===== config.mk =====
export PLATFORM = sky130hd
export DESIGN_NAME = synth_divider_config_regs
export DESIGN_NICKNAME = d
export VERILOG_FILES = /design/src/logic/synth_cfg_pkg.sv /design/src/logic/stage_ratio_decode.sv /design/src/logic/synth_divider_config_regs.sv
export SDC_FILE = /design/constraint.sdc
export NUM_CORES = 1
export LEC_CHECK = 0
export ABC_AREA = 1
export CORE_MARGIN = 2
export CORE_UTILIZATION = 39
export CTS_BUF_LIST = sky130_fd_sc_hd__clkbuf_4 sky130_fd_sc_hd__clkbuf_8 sky130_fd_sc_hd__clkbuf_16
export CTS_CLUSTER_DIAMETER = 30
export DETAILED_ROUTE_END_ITERATION = 16
export DONT_BUFFER_PORTS = 1
export PLACE_DENSITY = 0.49
export SLEW_MARGIN = 40
export SYNTH_ARGS = -nofsm -noshare
export SYNTH_HDL_FRONTEND = slang
export SYNTH_SLANG_ARGS = --single-unit

===== constraint.sdc =====
create_clock -name ref_clk -period 8.31 [get_ports ref_clk]
set_input_delay 0.4155 -clock ref_clk [delete_from_list [all_inputs] [get_ports ref_clk]]
set_output_delay 0.4155 -clock ref_clk [all_outputs]
set_load 0.03 [all_outputs]

===== src/logic/synth_cfg_pkg.sv =====
// Purpose: Constants for the divider and feedback configuration registers
// Assumes: 24-bit serial frame, read/write flag, 7-bit address, 16-bit data
// Notes:   Reserved bits are stored as written and read back unchanged
// Operation
// - Stage two ratio codes 1,2,4,8 give divide 2,4,6,8; code 0 powers down
// - Stage three uses the same code: 1,2,4,8 give 2,4,6,8; 0 is off
// - Stage one divides by three when its bit is set, else by two
// - Each stage has an enable bit; host should clear unused stages
// - Select code 1 uses stage one, 2 stages one-two, 4 all, 0 off
// - Two separate bits enable divider buffers toward output B and output A
// - Feedback prescaler divides by four when its bit is one, else two
// - Twelve-bit integer feedback value in bits 12:1, reset value 27
// - Delay one-hot codes 1,2,4,8,16 give 4,6,8,12,16 cycles; default 2
// - Denominator is 32 bits in two 16-bit halves, each resetting to 1000
// - Fraction formed from 32-bit numerator halves over the denominator
package synth_cfg_pkg;
  localparam int ADDR_W     = 7;
  localparam int DATA_W     = 16;
  localparam int FRAME_BITS = 24;

  localparam logic [6:0] OFF_STAGE_CFG = 7'h23;
  localparam logic [6:0] OFF_SEL_DIST  = 7'h24;
  localparam logic [6:0] OFF_PRESCALE  = 7'h25;
  localparam logic [6:0] OFF_N_INT     = 7'h26;
  localparam logic [6:0] OFF_PHASE_DETECTOR_DELAY_CODE   = 7'h27;
  localparam logic [6:0] OFF_DEN_HI    = 7'h28;
  localparam logic [6:0] OFF_DEN_LO    = 7'h29;
  localparam logic [6:0] OFF_NUM_HI    = 7'h2C;
  localparam logic [6:0] OFF_NUM_LO    = 7'h2D;

  // Field positions
  localparam int STG2_RATIO_LSB = 9;
  localparam int STG3_EN_BIT    = 8;
  localparam int STG2_EN_BIT    = 7;
  localparam int STG1_RATIO_BIT = 2;
  localparam int STG1_EN_BIT    = 1;
  localparam int DIST_B_BIT     = 11;
  localparam int DIST_A_BIT     = 10;
  localparam int SEL_LSB        = 4;
  localparam int STG3_RATIO_LSB = 0;
  localparam int PRESCALE_BIT   = 12;
  localparam int N_INT_LSB      = 1;
  localparam int PHASE_DETECTOR_DELAY_CODE_LSB    = 8;

  // Reset values
  localparam logic [15:0] RST_STAGE_CFG = 16'h0204;
  localparam logic [15:0] RST_SEL_DIST  = 16'h0411;
  localparam logic [15:0] RST_PRESCALE  = 16'h0000;
  localparam logic [15:0] RST_N_INT     = 16'h0036;
  localparam logic [15:0] RST_PHASE_DETECTOR_DELAY_CODE   = 16'h0200;
  localparam logic [15:0] RST_DEN_HALF  = 16'h03E8;
  localparam logic [15:0] RST_NUM_HALF  = 16'h0000;

  // Stage ratio codes and the ratios they give
  localparam logic [3:0] CODE_DIV2 = 4'h1;
  localparam logic [3:0] CODE_DIV4 = 4'h2;
  localparam logic [3:0] CODE_DIV6 = 4'h4;
  localparam logic [3:0] CODE_DIV8 = 4'h8;
  localparam logic [2:0] SEL_ONE   = 3'h1;
  localparam logic [2:0] SEL_TWO   = 3'h2;
  localparam logic [2:0] SEL_THREE = 3'h4;

  // Delay codes and cycle counts
  localparam logic [5:0] DLY_CODE_4  = 6'h01;
  localparam logic [5:0] DLY_CODE_6  = 6'h02;
  localparam logic [5:0] DLY_CODE_8  = 6'h04;
  localparam logic [5:0] DLY_CODE_12 = 6'h08;
  localparam logic [5:0] DLY_CODE_16 = 6'h10;

  typedef enum logic [1:0] {X_IDLE, X_SHIFT, X_DONE} xfer_t;
endpackage


===== src/logic/stage_ratio_decode.sv =====
// Purpose: Decode one four-bit divider stage code into its divide ratio
// Assumes: Ratio 0 means the stage is powered down
// Notes:   Non one-hot codes are treated as power down
`timescale 1ns/1ps
module stage_ratio_decode (
  input  wire logic [3:0] code,
  input  wire logic       enable,
  output logic      [3:0] ratio
);
  import synth_cfg_pkg::*;

  always_comb begin
    ratio = 4'h0;
    if (enable) begin
      case (code)
        CODE_DIV2: ratio = 4'h2;
        CODE_DIV4: ratio = 4'h4;
        CODE_DIV6: ratio = 4'h6;
        CODE_DIV8: ratio = 4'h8;
        default:   ratio = 4'h0;
      endcase
    end
  end
endmodule // stage_ratio_decode


===== src/logic/synth_divider_config_regs.sv =====
// Purpose: Serially programmed divider, feedback and fraction registers
// Assumes: Serial pins are synchronous to ref_clk and sck is far slower
// Notes:   Stage ratio, delay and fraction_valid outputs follow the registers by one clock, chain_ratio by up to two
`timescale 1ns/1ps
module synth_divider_config_regs #(
  parameter int FRAME_LEN = synth_cfg_pkg::FRAME_BITS
) (
  input  wire logic        ref_clk,
  input  wire logic        rst,
  input  wire logic        cs_n,
  input  wire logic        sck,
  input  wire logic        sdi,
  output logic             sdo,
  output logic      [3:0]  stage_one_ratio,
  output logic      [3:0]  stage_two_ratio,
  output logic      [3:0]  stage_three_ratio,
  output logic             stage_one_enable,
  output logic             stage_two_enable,
  output logic             stage_three_enable,
  output logic      [2:0]  stage_select,
  output logic      [7:0]  chain_ratio,
  output logic             divider_to_out_a_buffer_enable,
  output logic             divider_to_out_b_buffer_enable,
  output logic      [2:0]  prescaler_ratio,
  output logic      [11:0] feedback_integer,
  output logic      [4:0]  phase_detector_delay_cycles,
  output logic             phase_detector_delay_valid,
  output logic      [31:0] fraction_numerator,
  output logic      [31:0] fraction_denominator,
  output logic             fraction_valid
);
  import synth_cfg_pkg::*;

  // Shift register and counter are sized for one frame length only
  if (FRAME_LEN != FRAME_BITS) begin : g_bad_frame_len
    $error("FRAME_LEN must equal the 24-bit frame");
  end

  typedef struct packed {
    xfer_t       xs;
    logic        sck_d;
    logic [4:0]  cnt;
    logic [23:0] sh;
    logic [15:0] out_sh;
    logic [15:0] stage_cfg;
    logic [15:0] sel_dist;
    logic [15:0] prescale;
    logic [15:0] n_int;
    logic [15:0] phase_detector_delay_code;
    logic [15:0] den_hi;
    logic [15:0] den_lo;
    logic [15:0] num_hi;
    logic [15:0] num_lo;
    logic [3:0]  s1;
    logic [3:0]  s2;
    logic [3:0]  s3;
    logic [7:0]  chain;
    logic [4:0]  dly;
    logic        dly_ok;
    logic        frac_ok;
  } state_t;

  localparam state_t STATE_RST = '{
    xs: X_IDLE, sck_d: 1'b0, cnt: 5'h00, sh: 24'h000000,
    out_sh: 16'h0000, stage_cfg: RST_STAGE_CFG, sel_dist: RST_SEL_DIST,
    prescale: RST_PRESCALE, n_int: RST_N_INT, phase_detector_delay_code: RST_PHASE_DETECTOR_DELAY_CODE,
    den_hi: RST_DEN_HALF, den_lo: RST_DEN_HALF, num_hi: RST_NUM_HALF,
    num_lo: RST_NUM_HALF, s1: 4'h0, s2: 4'h0, s3: 4'h0, chain: 8'h00,
    dly: 5'h00, dly_ok: 1'b0, frac_ok: 1'b0
  };

  state_t state_r;
  state_t state_nxt;

  logic [3:0] seg_code [2];
  logic       seg_en   [2];
  logic [3:0] seg_ratio[2];
  logic       sck_rise;
  logic [6:0] rd_addr;
  logic [6:0] wr_addr;
  logic [15:0] wr_data;
  logic [31:0] num_full;
  logic [31:0] den_full;

  assign seg_code[0] = state_r.stage_cfg[STG2_RATIO_LSB +: 4];
  assign seg_en[0]   = state_r.stage_cfg[STG2_EN_BIT];
  assign seg_code[1] = state_r.sel_dist[STG3_RATIO_LSB +: 4];
  assign seg_en[1]   = state_r.stage_cfg[STG3_EN_BIT];

  // Stages two and three share one encoding
  genvar g;
  generate
    for (g = 0; g < 2; g++) begin : g_seg
      stage_ratio_decode u_dec (
        .code   (seg_code[g]),
        .enable (seg_en[g]),
        .ratio  (seg_ratio[g])
      );
    end
  endgenerate

  assign sck_rise = sck & ~state_r.sck_d;
  assign rd_addr  = {state_r.sh[5:0], sdi};
  assign wr_addr  = state_r.sh[21:15];
  assign wr_data  = {state_r.sh[14:0], sdi};
  assign num_full = {state_r.num_hi, state_r.num_lo};
  assign den_full = {state_r.den_hi, state_r.den_lo};

  function automatic logic [15:0] read_word(input logic [6:0] a,
                                            input state_t s);
    case (a)
      OFF_STAGE_CFG: read_word = s.stage_cfg;
      OFF_SEL_DIST:  read_word = s.sel_dist;
      OFF_PRESCALE:  read_word = s.prescale;
      OFF_N_INT:     read_word = s.n_int;
      OFF_PHASE_DETECTOR_DELAY_CODE:   read_word = s.phase_detector_delay_code;
      OFF_DEN_HI:    read_word = s.den_hi;
      OFF_DEN_LO:    read_word = s.den_lo;
      OFF_NUM_HI:    read_word = s.num_hi;
      OFF_NUM_LO:    read_word = s.num_lo;
      default:       read_word = 16'h0000;
    endcase
  endfunction

  always_comb begin
    state_nxt       = state_r;
    state_nxt.sck_d = sck;

    // Serial frame: flag, address, data, most significant bit first
    case (state_r.xs)
      X_IDLE: begin
        state_nxt.cnt = 5'h00;
        if (!cs_n) begin
          state_nxt.xs = X_SHIFT;
        end
      end
      X_SHIFT: begin
        if (sck_rise) begin
          state_nxt.sh  = {state_r.sh[22:0], sdi};
          state_nxt.cnt = state_r.cnt + 5'h01;
          if (state_r.cnt == 5'h07) begin
            state_nxt.out_sh = read_word(rd_addr, state_r);
          end else if (state_r.cnt > 5'h07) begin
            state_nxt.out_sh = {state_r.out_sh[14:0], 1'b0};
          end
          if (state_r.cnt == 5'(FRAME_LEN - 1)) begin
            state_nxt.xs = X_DONE;
            // Reserved bits kept as the host wrote them
            if (!state_r.sh[22]) begin
              case (wr_addr)
                OFF_STAGE_CFG: state_nxt.stage_cfg = wr_data;
                OFF_SEL_DIST:  state_nxt.sel_dist  = wr_data;
                OFF_PRESCALE:  state_nxt.prescale  = wr_data;
                OFF_N_INT:     state_nxt.n_int     = wr_data;
                OFF_PHASE_DETECTOR_DELAY_CODE:   state_nxt.phase_detector_delay_code   = wr_data;
                OFF_DEN_HI:    state_nxt.den_hi    = wr_data;
                OFF_DEN_LO:    state_nxt.den_lo    = wr_data;
                OFF_NUM_HI:    state_nxt.num_hi    = wr_data;
                OFF_NUM_LO:    state_nxt.num_lo    = wr_data;
                default:       ;
              endcase
            end
          end
        end
      end
      X_DONE: begin
        // Extra clocks past the frame are ignored
      end
      default: state_nxt.xs = X_IDLE;
    endcase
    if (cs_n) begin
      state_nxt.xs  = X_IDLE;
      state_nxt.cnt = 5'h00;
    end

    // Stage one: three or two, zero when powered down
    if (!state_r.stage_cfg[STG1_EN_BIT]) begin
      state_nxt.s1 = 4'h0;
    end else if (state_r.stage_cfg[STG1_RATIO_BIT]) begin
      state_nxt.s1 = 4'h3;
    end else begin
      state_nxt.s1 = 4'h2;
    end
    state_nxt.s2 = seg_ratio[0];
    state_nxt.s3 = seg_ratio[1];

    // An unpowered included stage forces the whole chain to zero
    case (state_r.sel_dist[SEL_LSB +: 3])
      SEL_ONE:   state_nxt.chain = 8'(state_r.s1);
      SEL_TWO:   state_nxt.chain = 8'(state_r.s1) * 8'(state_r.s2);
      SEL_THREE: state_nxt.chain = 8'(state_r.s1) * 8'(state_r.s2)
                                 * 8'(state_r.s3);
      default:   state_nxt.chain = 8'h00;
    endcase

    state_nxt.dly_ok = 1'b1;
    case (state_r.phase_detector_delay_code[PHASE_DETECTOR_DELAY_CODE_LSB +: 6])
      DLY_CODE_4:  state_nxt.dly = 5'h04;
      DLY_CODE_6:  state_nxt.dly = 5'h06;
      DLY_CODE_8:  state_nxt.dly = 5'h08;
      DLY_CODE_12: state_nxt.dly = 5'h0C;
      DLY_CODE_16: state_nxt.dly = 5'h10;
      default: begin
        state_nxt.dly    = 5'h00;
        state_nxt.dly_ok = 1'b0;
      end
    endcase

    // Zero denominator or numerator not below it is no usable fraction
    state_nxt.frac_ok = (den_full != 32'h00000000) &&
                        (num_full < den_full);
  end

  always_ff @(posedge ref_clk) begin
    if (rst) begin
      state_r <= STATE_RST;
    end else begin
      state_r <= state_nxt;
    end
  end

  assign sdo                = state_r.out_sh[15];
  assign stage_one_ratio    = state_r.s1;
  assign stage_two_ratio    = state_r.s2;
  assign stage_three_ratio  = state_r.s3;
  assign stage_one_enable   = state_r.stage_cfg[STG1_EN_BIT];
  assign stage_two_enable   = state_r.stage_cfg[STG2_EN_BIT];
  assign stage_three_enable = state_r.stage_cfg[STG3_EN_BIT];
  assign stage_select       = state_r.sel_dist[SEL_LSB +: 3];
  assign chain_ratio        = state_r.chain;
  assign divider_to_out_a_buffer_enable =
    state_r.sel_dist[DIST_A_BIT];
  assign divider_to_out_b_buffer_enable =
    state_r.sel_dist[DIST_B_BIT];
  assign prescaler_ratio    = state_r.prescale[PRESCALE_BIT] ?
                              3'h4 : 3'h2;
  assign feedback_integer   = state_r.n_int[N_INT_LSB +: 12];
  assign phase_detector_delay_cycles = state_r.dly;
  assign phase_detector_delay_valid  = state_r.dly_ok;
  assign fraction_numerator   = num_full;
  assign fraction_denominator = den_full;
  assign fraction_valid       = state_r.frac_ok;
endmodule // synth_divider_config_regs


---- Yosys cells after proc, flatten, opt, wreduce, memory -nomap -nowiden ----
Index checks and enable logic that the tools add are counted.
operators by class
  add/subtract/negate cells ............... 1
  multiply operators ...................... 2
  div/mod/pow operators ................... 0
  magnitude comparators ................... 2
  equal/unequal tests ..................... 40
  shift operators ......................... 0
  mux-type cells .......................... 26
  bitwise logic cells ..................... 7
  reductions and logical operators ........ 23
operators with widths
  cell                                                                    count
  144-bit two-way mux                                                     2
  189-bit two-way mux                                                     1
  16-bit two-way mux                                                      11
  16-bit case mux with 9 select lines                                     1
  7-bit by 6-bit equality test with 1-bit output (second input constant)  18
  5-bit AND reduction                                                     9
  32-bit less-than comparator                                             1
  4-bit case mux with 4 select lines                                      2
  32-bit nonzero test                                                     1
  5-bit case mux with 5 select lines                                      1
  8-bit case mux with 3 select lines                                      1
  5-bit case mux with 2 select lines                                      1
  4-bit by 1-bit equality test with 1-bit output (second input constant)  2
  4-bit by 2-bit equality test with 1-bit output (second input constant)  2
  4-bit by 3-bit equality test with 1-bit output (second input constant)  2
  4-bit equality test (second input constant)                             2
  4-bit by 4-bit multiplier with 8-bit output                             1
  8-bit by 4-bit multiplier with 8-bit output                             1
  2-bit OR reduction                                                      4
  6-bit by 1-bit equality test with 1-bit output (second input constant)  1
  6-bit by 2-bit equality test with 1-bit output (second input constant)  1
  6-bit by 3-bit equality test with 1-bit output (second input constant)  1
  6-bit by 4-bit equality test with 1-bit output (second input constant)  1
  6-bit by 5-bit equality test with 1-bit output (second input constant)  1
  22 further kinds                                                        33
word-level totals
  register bits after elaboration ......... 219
  bits in latches ......................... 0
  RAM bits ................................ 0
  ROM bits ................................ 0
  input bits .............................. 5
  output and inout port bits .............. 115
  logic and storage cells ................. 122
  memories ................................ 0

---- Logic depth before layout (Yosys ltp) ----
Gate-level depths: netlist of run 1.
  depth in word-level cells ............... 6
  gate-level depth with buffers ........... 18
  depth with buffers taken out ............ 18

---- Modules after synthesis ----
Synthesis of run 1 repeated with hierarchy kept, for this count alone.
second synthesis, totals
  cell total of the unflattened synthesis .. 1675
  area, all modules ....................... 11616.1 um2
modules (own cells, without submodules)
  module                     instances  cells each  area each (um2)  sequential area each (um2)
  synth_divider_config_regs  1          1639        11466.0          4304.1
  stage_ratio_decode         2          18          75.1             0.0

---- Least setup slack after synthesis of run 1 ----
OpenSTA, ideal clock, no wires.
  kind .................................... register to register
  start ................................... register state_r (netlist bit stage_one_ratio[0])
  end ..................................... register state_r (netlist bit chain_ratio[7])
  library setup time ...................... 113 ps
  arrival time ............................ 3393 ps
  required time ........................... 8197 ps
  slack ................................... 4804 ps
  stages on the path, launching flop included .. 19
  path buffers ............................ 0
  period minus slack after synthesis ...... 3506 ps
  path through ............................ dfxtp_1 -> nand2_1 -> inv_1 -> ha_1 -> ha_1 -> inv_1 -> fa_1 -> inv_1 -> nand2_1 -> fa_1 -> inv_1 -> ha_1 -> ha_1 -> fa_1 -> xnor2_1 -> xor2_1 -> nand2_1 -> nand3_1 -> nor2_1
between the ends
  cells in the longest elaborated chain, start to end .. 3
ends and longest elaborated chain
  element                                        line                                                                source
  from (decl)                                    synth_divider_config_regs.sv:72                                     state_t state_r;
  from (signal assigned)                         synth_divider_config_regs.sv:218                                    state_r <= state_nxt;
  4-bit by 4-bit multiplier with 8-bit output *  synth_divider_config_regs.sv:190, synth_divider_config_regs.sv:191
  8-bit by 4-bit multiplier with 8-bit output    synth_divider_config_regs.sv:192                                    * 8'(state_r.s3);
  8-bit case mux with 3 select lines *           synth_divider_config_regs.sv:188                                    case (state_r.sel_dist[SEL_LSB +: 3])
Every way passes the cells marked *; elsewhere a longest branch is shown, timed or not.
A chain may end at the register's enable or synchronous reset.

---- Final worst setup path of run 1 ----
  start ................................... register state_r (netlist bit stage_one_ratio[1])
  end ..................................... register state_r (netlist bit chain_ratio[7])
The elaborated chain is that of the path after synthesis.

==> results of run 1 <==
area by class of cell:
type	instances	area [um2]
Sequential cell	213	4264
Clock buffer	74	1588
Fill cell	2988	15920
Tap cell	384	480.5
Multi-Input combinational cell	950	5081
Clock inverter	26	340.3
Timing Repair Buffer	8	113.9
Inverter	200	755.7
worst min-delay path, cell delays in order:
cell	delay (ns)
nor2_1	0.04
o21ai_0	0.07
a21oi_1	0.04
layout by cell type, fill, tap and decap left out, types with 22 or more instances in the layout:
master and n:
o21ai_0 166, a21oi_1 184, o211ai_1 22, nand3_1 79, clkbuf_16 55, nor2_1 101, ha_1 43, inv_1 190
dfxtp_1 213, nand2_1 240
layer usage:
layer  GRT usage [%]  wire [um]
met5               0          0
met4           9.139       1213
met3           6.535       2938
met2           37.48      16350
met1           33.77      17130
worst paths after layout:
check | depth (start not counted) | from | end
min reg2reg | 2 | state_r[127] | state_r[127]
max reg2reg | 18 | stage_one_ratio[1] | chain_ratio[7]
min | 3 | rst | state_r[211]
max | 18 | stage_one_ratio[1] | chain_ratio[7]
power by group through the flow:
stage	logic (uW)	clock network [uW]	registers, uW
after floorplan	57.5	0	1060
after global placement	58.4	0	1070
after detailed placement	60.9	0	1070
after CTS	67.1	2190	1050
after global routing	74.9	2260	1050
final	67.3	2170	1050
stage by stage:
stage	instance area, um2	setup WS (ns)	std cells	utilization, %	total power, uW
after floorplan	11250	4.804	1546	-	1114
after global placement	10600	4.428	1751	37.12	1130
after detailed placement	10660	4.343	1753	37.33	1132
after CTS	12620	4.344	1855	44.22	3312
after global routing	12620	3.990	1855	44.22	3384
final	12620	4.333	1855	44.22	3295
state kept, by name, indices dropped and copies added (netlist names):
name / count
chain_ratio: 8
divider_to_out_a_buffer_enable: 1
divider_to_out_b_buffer_enable: 1
feedback_integer: 12
fraction_denominator: 32
fraction_numerator: 32
fraction_valid: 1
phase_detector_delay_cycles: 4
phase_detector_delay_valid: 1
rd_addr: 6
sdo: 1
seg_code: 8
stage_one_enable: 1
stage_one_ratio: 2
stage_select: 3
stage_three_enable: 1
stage_three_ratio: 3
stage_two_enable: 1
stage_two_ratio: 3
state_r: 92
cell families (layout without fill, tap and decap cells):
kind of cell | count (synthesis) | in the layout
AO/OA/AOI/OAI | 405 | 405
XOR/XNOR | 5 | 5
adder cells (fa/ha/maj) | 48 | 48
buffers and inverters | 383 | 308
flip-flops | 213 | 213
other | 1 | 6
AND/OR/NAND/NOR | 486 | 486
==> reports/summary.txt, run 1 <==
Critical Path AT: 4.41 ns
Share of cells above drive strength 1: 10.61%
Post-synth top area cell: dfxtp_1
Post-synthesis xor/xnor area fraction: 0.3900%
CTS tree: built
Global route total overflow: 0
Top_reg_cell synth: dfxtp_1
CP delay by family, top: adder cells
Hold Fails Final Rpt: 0
Num CTS Buffers: 54
Post-synth EDFFs: 0
RSZ-0062 raised after global routing: no
Kind of end point of the critical path: register
Initial core utilization: 39.34%
First-pass GRT wire length: 57130 um
Total of max-cap violations: 0
Ant diodes: 0
Vias: 9556
Worst-Margin Slew: 0.8140 ns
Syn Inst Count: 1541
Die Y: 173.7 um
DRC: 0
Worst Path Required: 8.74 ns
Post-CTS Setup Bufs: 0
Psw: 709.3 uW
Vias/cell: 5.151
Setup_tns: 0 ns
Mapped cell area: 11230 um2
Compound-Gate Fraction of Synth Area: 19.31%
Post-synthesis simple-gate area fraction: 19.54%
Sw frac: 21.53%
P per Cell Area: 261.0 nW/um2
P_int: 2585 uW
Final worst-path cycle share: 47.86%
Min-delay worst type: in -> reg
H-tree levels: 2
Largest family of logic cells by synthesized area: simple AND/OR/NAND/NOR gates
Critical Path Source Type: register
Reg clk slew, reported paths: 0.04 ns
Slowest CP cell: dfxtp_1
Reg2reg setup slack: 4.33 ns
Setup Viol. Count Final: 0
Number of distinct library cells after synthesis: 44
Worst-Skew Late Latency: 0.56 ns
Synthesized area per cell: 7.287 um2
WS Path Type: reg -> reg
Share of power burned in registers: 32.0%
Core Region: 28550 um2
Post-CTS Resized: 0
Number of global-route vias before repair: 9163
YS warnings: 0
Adder-Cell Fraction of Synth Area: 5.682%
Crit-path max FO: 5
PortBufs: 0
Seq/Total Area, Yosys: 37.97%
Drt first pass iters: 5
Die area: 30170 um2
Routed Antenna Nets: 0
Die Wd: 173.7 um
DRC marker count from the first detailed-route iteration: 799
Clock buffer depth: 3
Hold-fix buffers, CTS: 2
Post-synth top cells: 243 x nand2_1, 213 x dfxtp_1, 191 x inv_1
Ys async rst share: 0%
Hpwl dp: 26330 um
Pleak: 0.005217 uW
I/O pin total: 120
FMAX: 0.2515 GHz
Status: finished clean
Tot GR Track Use: 24.72%
Count leader, synth: nand2_1
Comb power frac: 2.0%
Sinks on the clock net: 213
Initial antenna violation count: 1
Final GP Congestion: 0.9102
Main area contributors after synthesis: dfxtp_1 38%, a21oi_1 8.2%, nand2_1 8.1%
Area Overhead vs Synth: 12.41%
Clock share of power: 66.0%
Relative slew slack: 45.66%
Slowest stage delay, CP: 0.58 ns
Fin. max-slew vios: 0
Setup Skew: 0.02768 ns
Max VDD drop: 0.1482 mV
Final Net Count: 1480
Root Buffer: clkbuf_16
Crit-path cells: nand2_1 -> inv_1 -> ha_1 -> ha_1 -> inv_1 -> fa_1 -> inv_1 -> nand2_1 -> fa_1 -> inv_1 -> ha_1 -> ha_1 -> fa_1 -> xnor2_1 -> xor2_1 -> nand2_1 -> nand3_1 -> nor2_1
Routed WL: 37640 um
Fin crit period: 3.977 ns
Largest net degree at the start of global routing: 106
Rows: 62
Hold Slack: 0.05881 ns
Yosys reg bits: 213
Mux contribution to synthesized area: 0%
Avg WL per Cell: 20.29 um
Buf/Inv on CP: 4
Share of the synthesized area in the top cell type: 37.97%
Power figures use the tool's default switching activity.
==> inputs of run 2 (changes only) <==
clock period = 3.7 ns   (was 8.31 ns; I/O delays follow)
==> run 2 against run 1 <==
Effect of this change: clock power up 140%; wire length decreased by 0.18%; clock-buffer cell count decreased by 3; worst setup slack got worse by 4.1 ns; via count grew 1.3%; clock skew shrank 0.018 ns; hold slack got worse by 0.025 ns; critical path type unchanged; critical endpoint unchanged; highest routed layer unchanged.
==> reports/summary.txt, run 2 (synthesis results as in run 1) <==
Status: finished clean (unchanged)
Min-delay worst type: in -> reg (unchanged)
RSZ-0062 raised after global routing: no (unchanged)
Rows: 62 (unchanged)
Die Y: 173.7 um (unchanged)
First-pass GRT wire length: 57150 um (was 57130 um)
Worst Path Required: 4.14 ns (was 8.74 ns)
Final GP Congestion: 0.9029 (was 0.9102)
Tot GR Track Use: 24.71% (was 24.72%)
I/O pin total: 120 (unchanged)
Slowest stage delay, CP: 0.53 ns (was 0.58 ns)
Leading cell types in the layout, fill and taps excluded: 240 x nand2_1, 211 x dfxtp_1, 187 x inv_1 (was 240 x nand2_1, 213 x dfxtp_1, 190 x inv_1)
Kind of end point of the critical path: register (unchanged)
Root Buffer: clkbuf_16 (unchanged)
P_int: 6070 uW (was 2585 uW)
Sinks on the clock net: 213 (unchanged)
DRC marker count from the first detailed-route iteration: 768 (was 799)
Area Overhead vs Synth: 14.66% (was 12.41%)
Max reg flops: 92 (unchanged)
Comb power frac: 2.1% (was 2.0%)
Core Region: 28550 um2 (unchanged)
Die Wd: 173.7 um (unchanged)
Pleak: 0.005334 uW (was 0.005217 uW)
CTS tree: built (unchanged)
Drt first pass iters: 5 (unchanged)
Fin. max-slew vios: 0 (unchanged)
Worst-Skew Late Latency: 0.55 ns (was 0.56 ns)
Crit-path max FO: 4 (was 5)
Hold Path Depth: 2 (was 3)
Critical Path Source Type: register (unchanged)
Relative slew slack: 40.84% (was 45.66%)
Reg clk slew, reported paths: 0.04 ns (about the same)
Share of cells above drive strength 1: 12.27% (was 10.61%)
Worst-Margin Slew: 0.8862 ns (was 0.8140 ns)
Crit-path most repeated cell: inv_2
Fill count: 2992 (was 2988)
Setup_tns: 0 ns (unchanged)
Slowest CP cell: fa_1 (was dfxtp_1)
Worst-case reg-to-reg path depth: 18 (unchanged)
Final Net Count: 1499 (was 1480)
Initial core utilization: 39.34% (unchanged)
Clock share of power: 67.2% (was 66.0%)
H-tree levels: 2 (unchanged)
WS Path Type: reg -> reg (unchanged)
FMAX: 0.2893 GHz (was 0.2515 GHz)
Largest net degree at the start of global routing: 89 (was 106)
Number of global-route vias before repair: 9204 (was 9163)
Fin util: 45.10% (was 44.22%)
Share of power burned in registers: 30.7% (was 32.0%)
Psw: 1615 uW (was 709.3 uW)
Commonest non-fill, non-tap cell in the layout: nand2_1 (unchanged)
Num CTS Buffers: 55 (was 54)
Setup Skew: 0.009706 ns (was 0.02768 ns)
Crit-path cells: nand2_1 -> inv_1 -> ha_1 -> ha_2 -> inv_2 -> fa_1 -> inv_2 -> nand2_2 -> fa_1 -> inv_2 -> ha_4 -> ha_2 -> fa_2 -> xnor2_2 -> xor2_1 -> nand2_1 -> nand3_1 -> nor2_1 (was nand2_1 -> inv_1 -> ha_1 -> ha_1 -> inv_1 -> fa_1 -> inv_1 -> nand2_1 -> fa_1 -> inv_1 -> ha_1 -> ha_1 -> fa_1 -> xnor2_1 -> xor2_1 -> nand2_1 -> nand3_1 -> nor2_1)
Clock buffer depth: 3 (unchanged)
Hpwl dp: 26340 um (was 26330 um)
Area of the multi-input gates: 5102 um2 (was 5081 um2)
Register Area: 4267 um2 (was 4264 um2)
Hold Fails Final Rpt: 0 (unchanged)
Routed WL: 37570 um (was 37640 um)
DRC: 0 (unchanged)
P per Cell Area: 596.8 nW/um2 (was 261.0 nW/um2)
Initial antenna violation count: 0 (was 1)
Fin crit period: 3.456 ns (was 3.977 ns)
Die area: 30170 um2 (unchanged)
Routed Antenna Nets: 0 (unchanged)
Sw frac: 21.01% (was 21.53%)
Final worst-path cycle share: 93.41% (was 47.86%)
Vias/cell: 5.158 (was 5.151)
Biggest register: state_r (unchanged)
Vias: 9676 (was 9556)
Setup Viol. Count Final: 0 (unchanged)
Max VDD drop: 0.3370 mV (was 0.1482 mV)
PortBufs: 0 (unchanged)
Avg WL per Cell: 20.03 um (was 20.29 um)
Global route total overflow: 0 (unchanged)
Critical Path AT: 3.89 ns (was 4.41 ns)
Total of max-cap violations: 0 (unchanged)
Ant diodes: 0 (unchanged)
[run 2: cell types whose count changed in the layout (fill, tap and decap cells not counted), sizes merged]
cell / before / now
bufinv: 7 / 11
clkbuf: 74 / 71
clkinvlp: 5 / 4
dlygate4sd3: 1 / 5
clkinv: 14 / 16
inv: 200 / 201
buf: 7 / 21
[run 2: path summary, 6_finish.rpt]
check | startpoint | to | slack [ns]
hold reg to reg | state_r[94] | state_r[94] | 0.44
hold / removal | rst | seg_code[0] | 0.03
setup reg to reg | stage_one_ratio[1] | chain_ratio[7] | 0.24
setup / recovery | stage_one_ratio[1] | chain_ratio[7] | 0.24
[run 2: repair_timing]
action | in CTS | in global routing
endpoints found under the setup margin | 0 | 1
hold endpoints to repair | 60 | 0
hold buffers | 6 | 0
buffers inserted | 0 | 1
resized for setup | 0 | 11
[run 2: critical path: cells and delay by family (launching register included)]
family        cells  cell delay, ns
fa+ha+maj         7            2.18
xor+xnor          2            0.34
flops             1            0.32
simple gates      5            0.29
buf+inv           4            0.22
[run 2: final cells by class]
class	count	share of cell area [%]
clock inverters	32	3.605
flip-flops and latches	213	33.14
repair buffers	26	1.866
multi-input cells	950	39.63
inverters	200	5.889
well taps	384	3.731
clock buffers	71	12.15
[run 2: metal layers]
layer  share of wire, %  GRT usage (%)  wire length (um)  vias to the layer above
li1                   -              -                 -                     4779
met1                 45          33.68             17050                     4474
met2                 42          36.78             15820                      336
met3                8.9          7.149              3360                       87
met4                3.6          9.804              1341                        0
met5                  0              0                 0                        -
[run 2: stage by stage]
| stage | instance area, um2 | setup WS [ns] | hold slack, ns | std cells | total power [uW] |
|---|---|---|---|---|---|
| global route | 12880 | 0.01669 | 0.06079 | 1876 | 7882 |
| floorplan | 11250 | 0.1944 | 0.2920 | 1546 | 2501 |
| global placement | 10720 | 0.06281 | 0.2621 | 1766 | 2540 |
| CTS | 12830 | 0.03374 | 0.1395 | 1875 | 7742 |
| finish | 12880 | 0.2439 | 0.03426 | 1876 | 7684 |
| detailed placement | 10730 | 0.04632 | 0.2656 | 1766 | 2540 |
[run 2: power groups by stage]
stage	registers (uW)	logic, uW	clock network (uW)
floorplan	2370	129	0
global route	2360	178	5340
detailed placement	2400	140	0
global placement	2400	139	0
finish	2360	161	5160
CTS	2360	160	5220
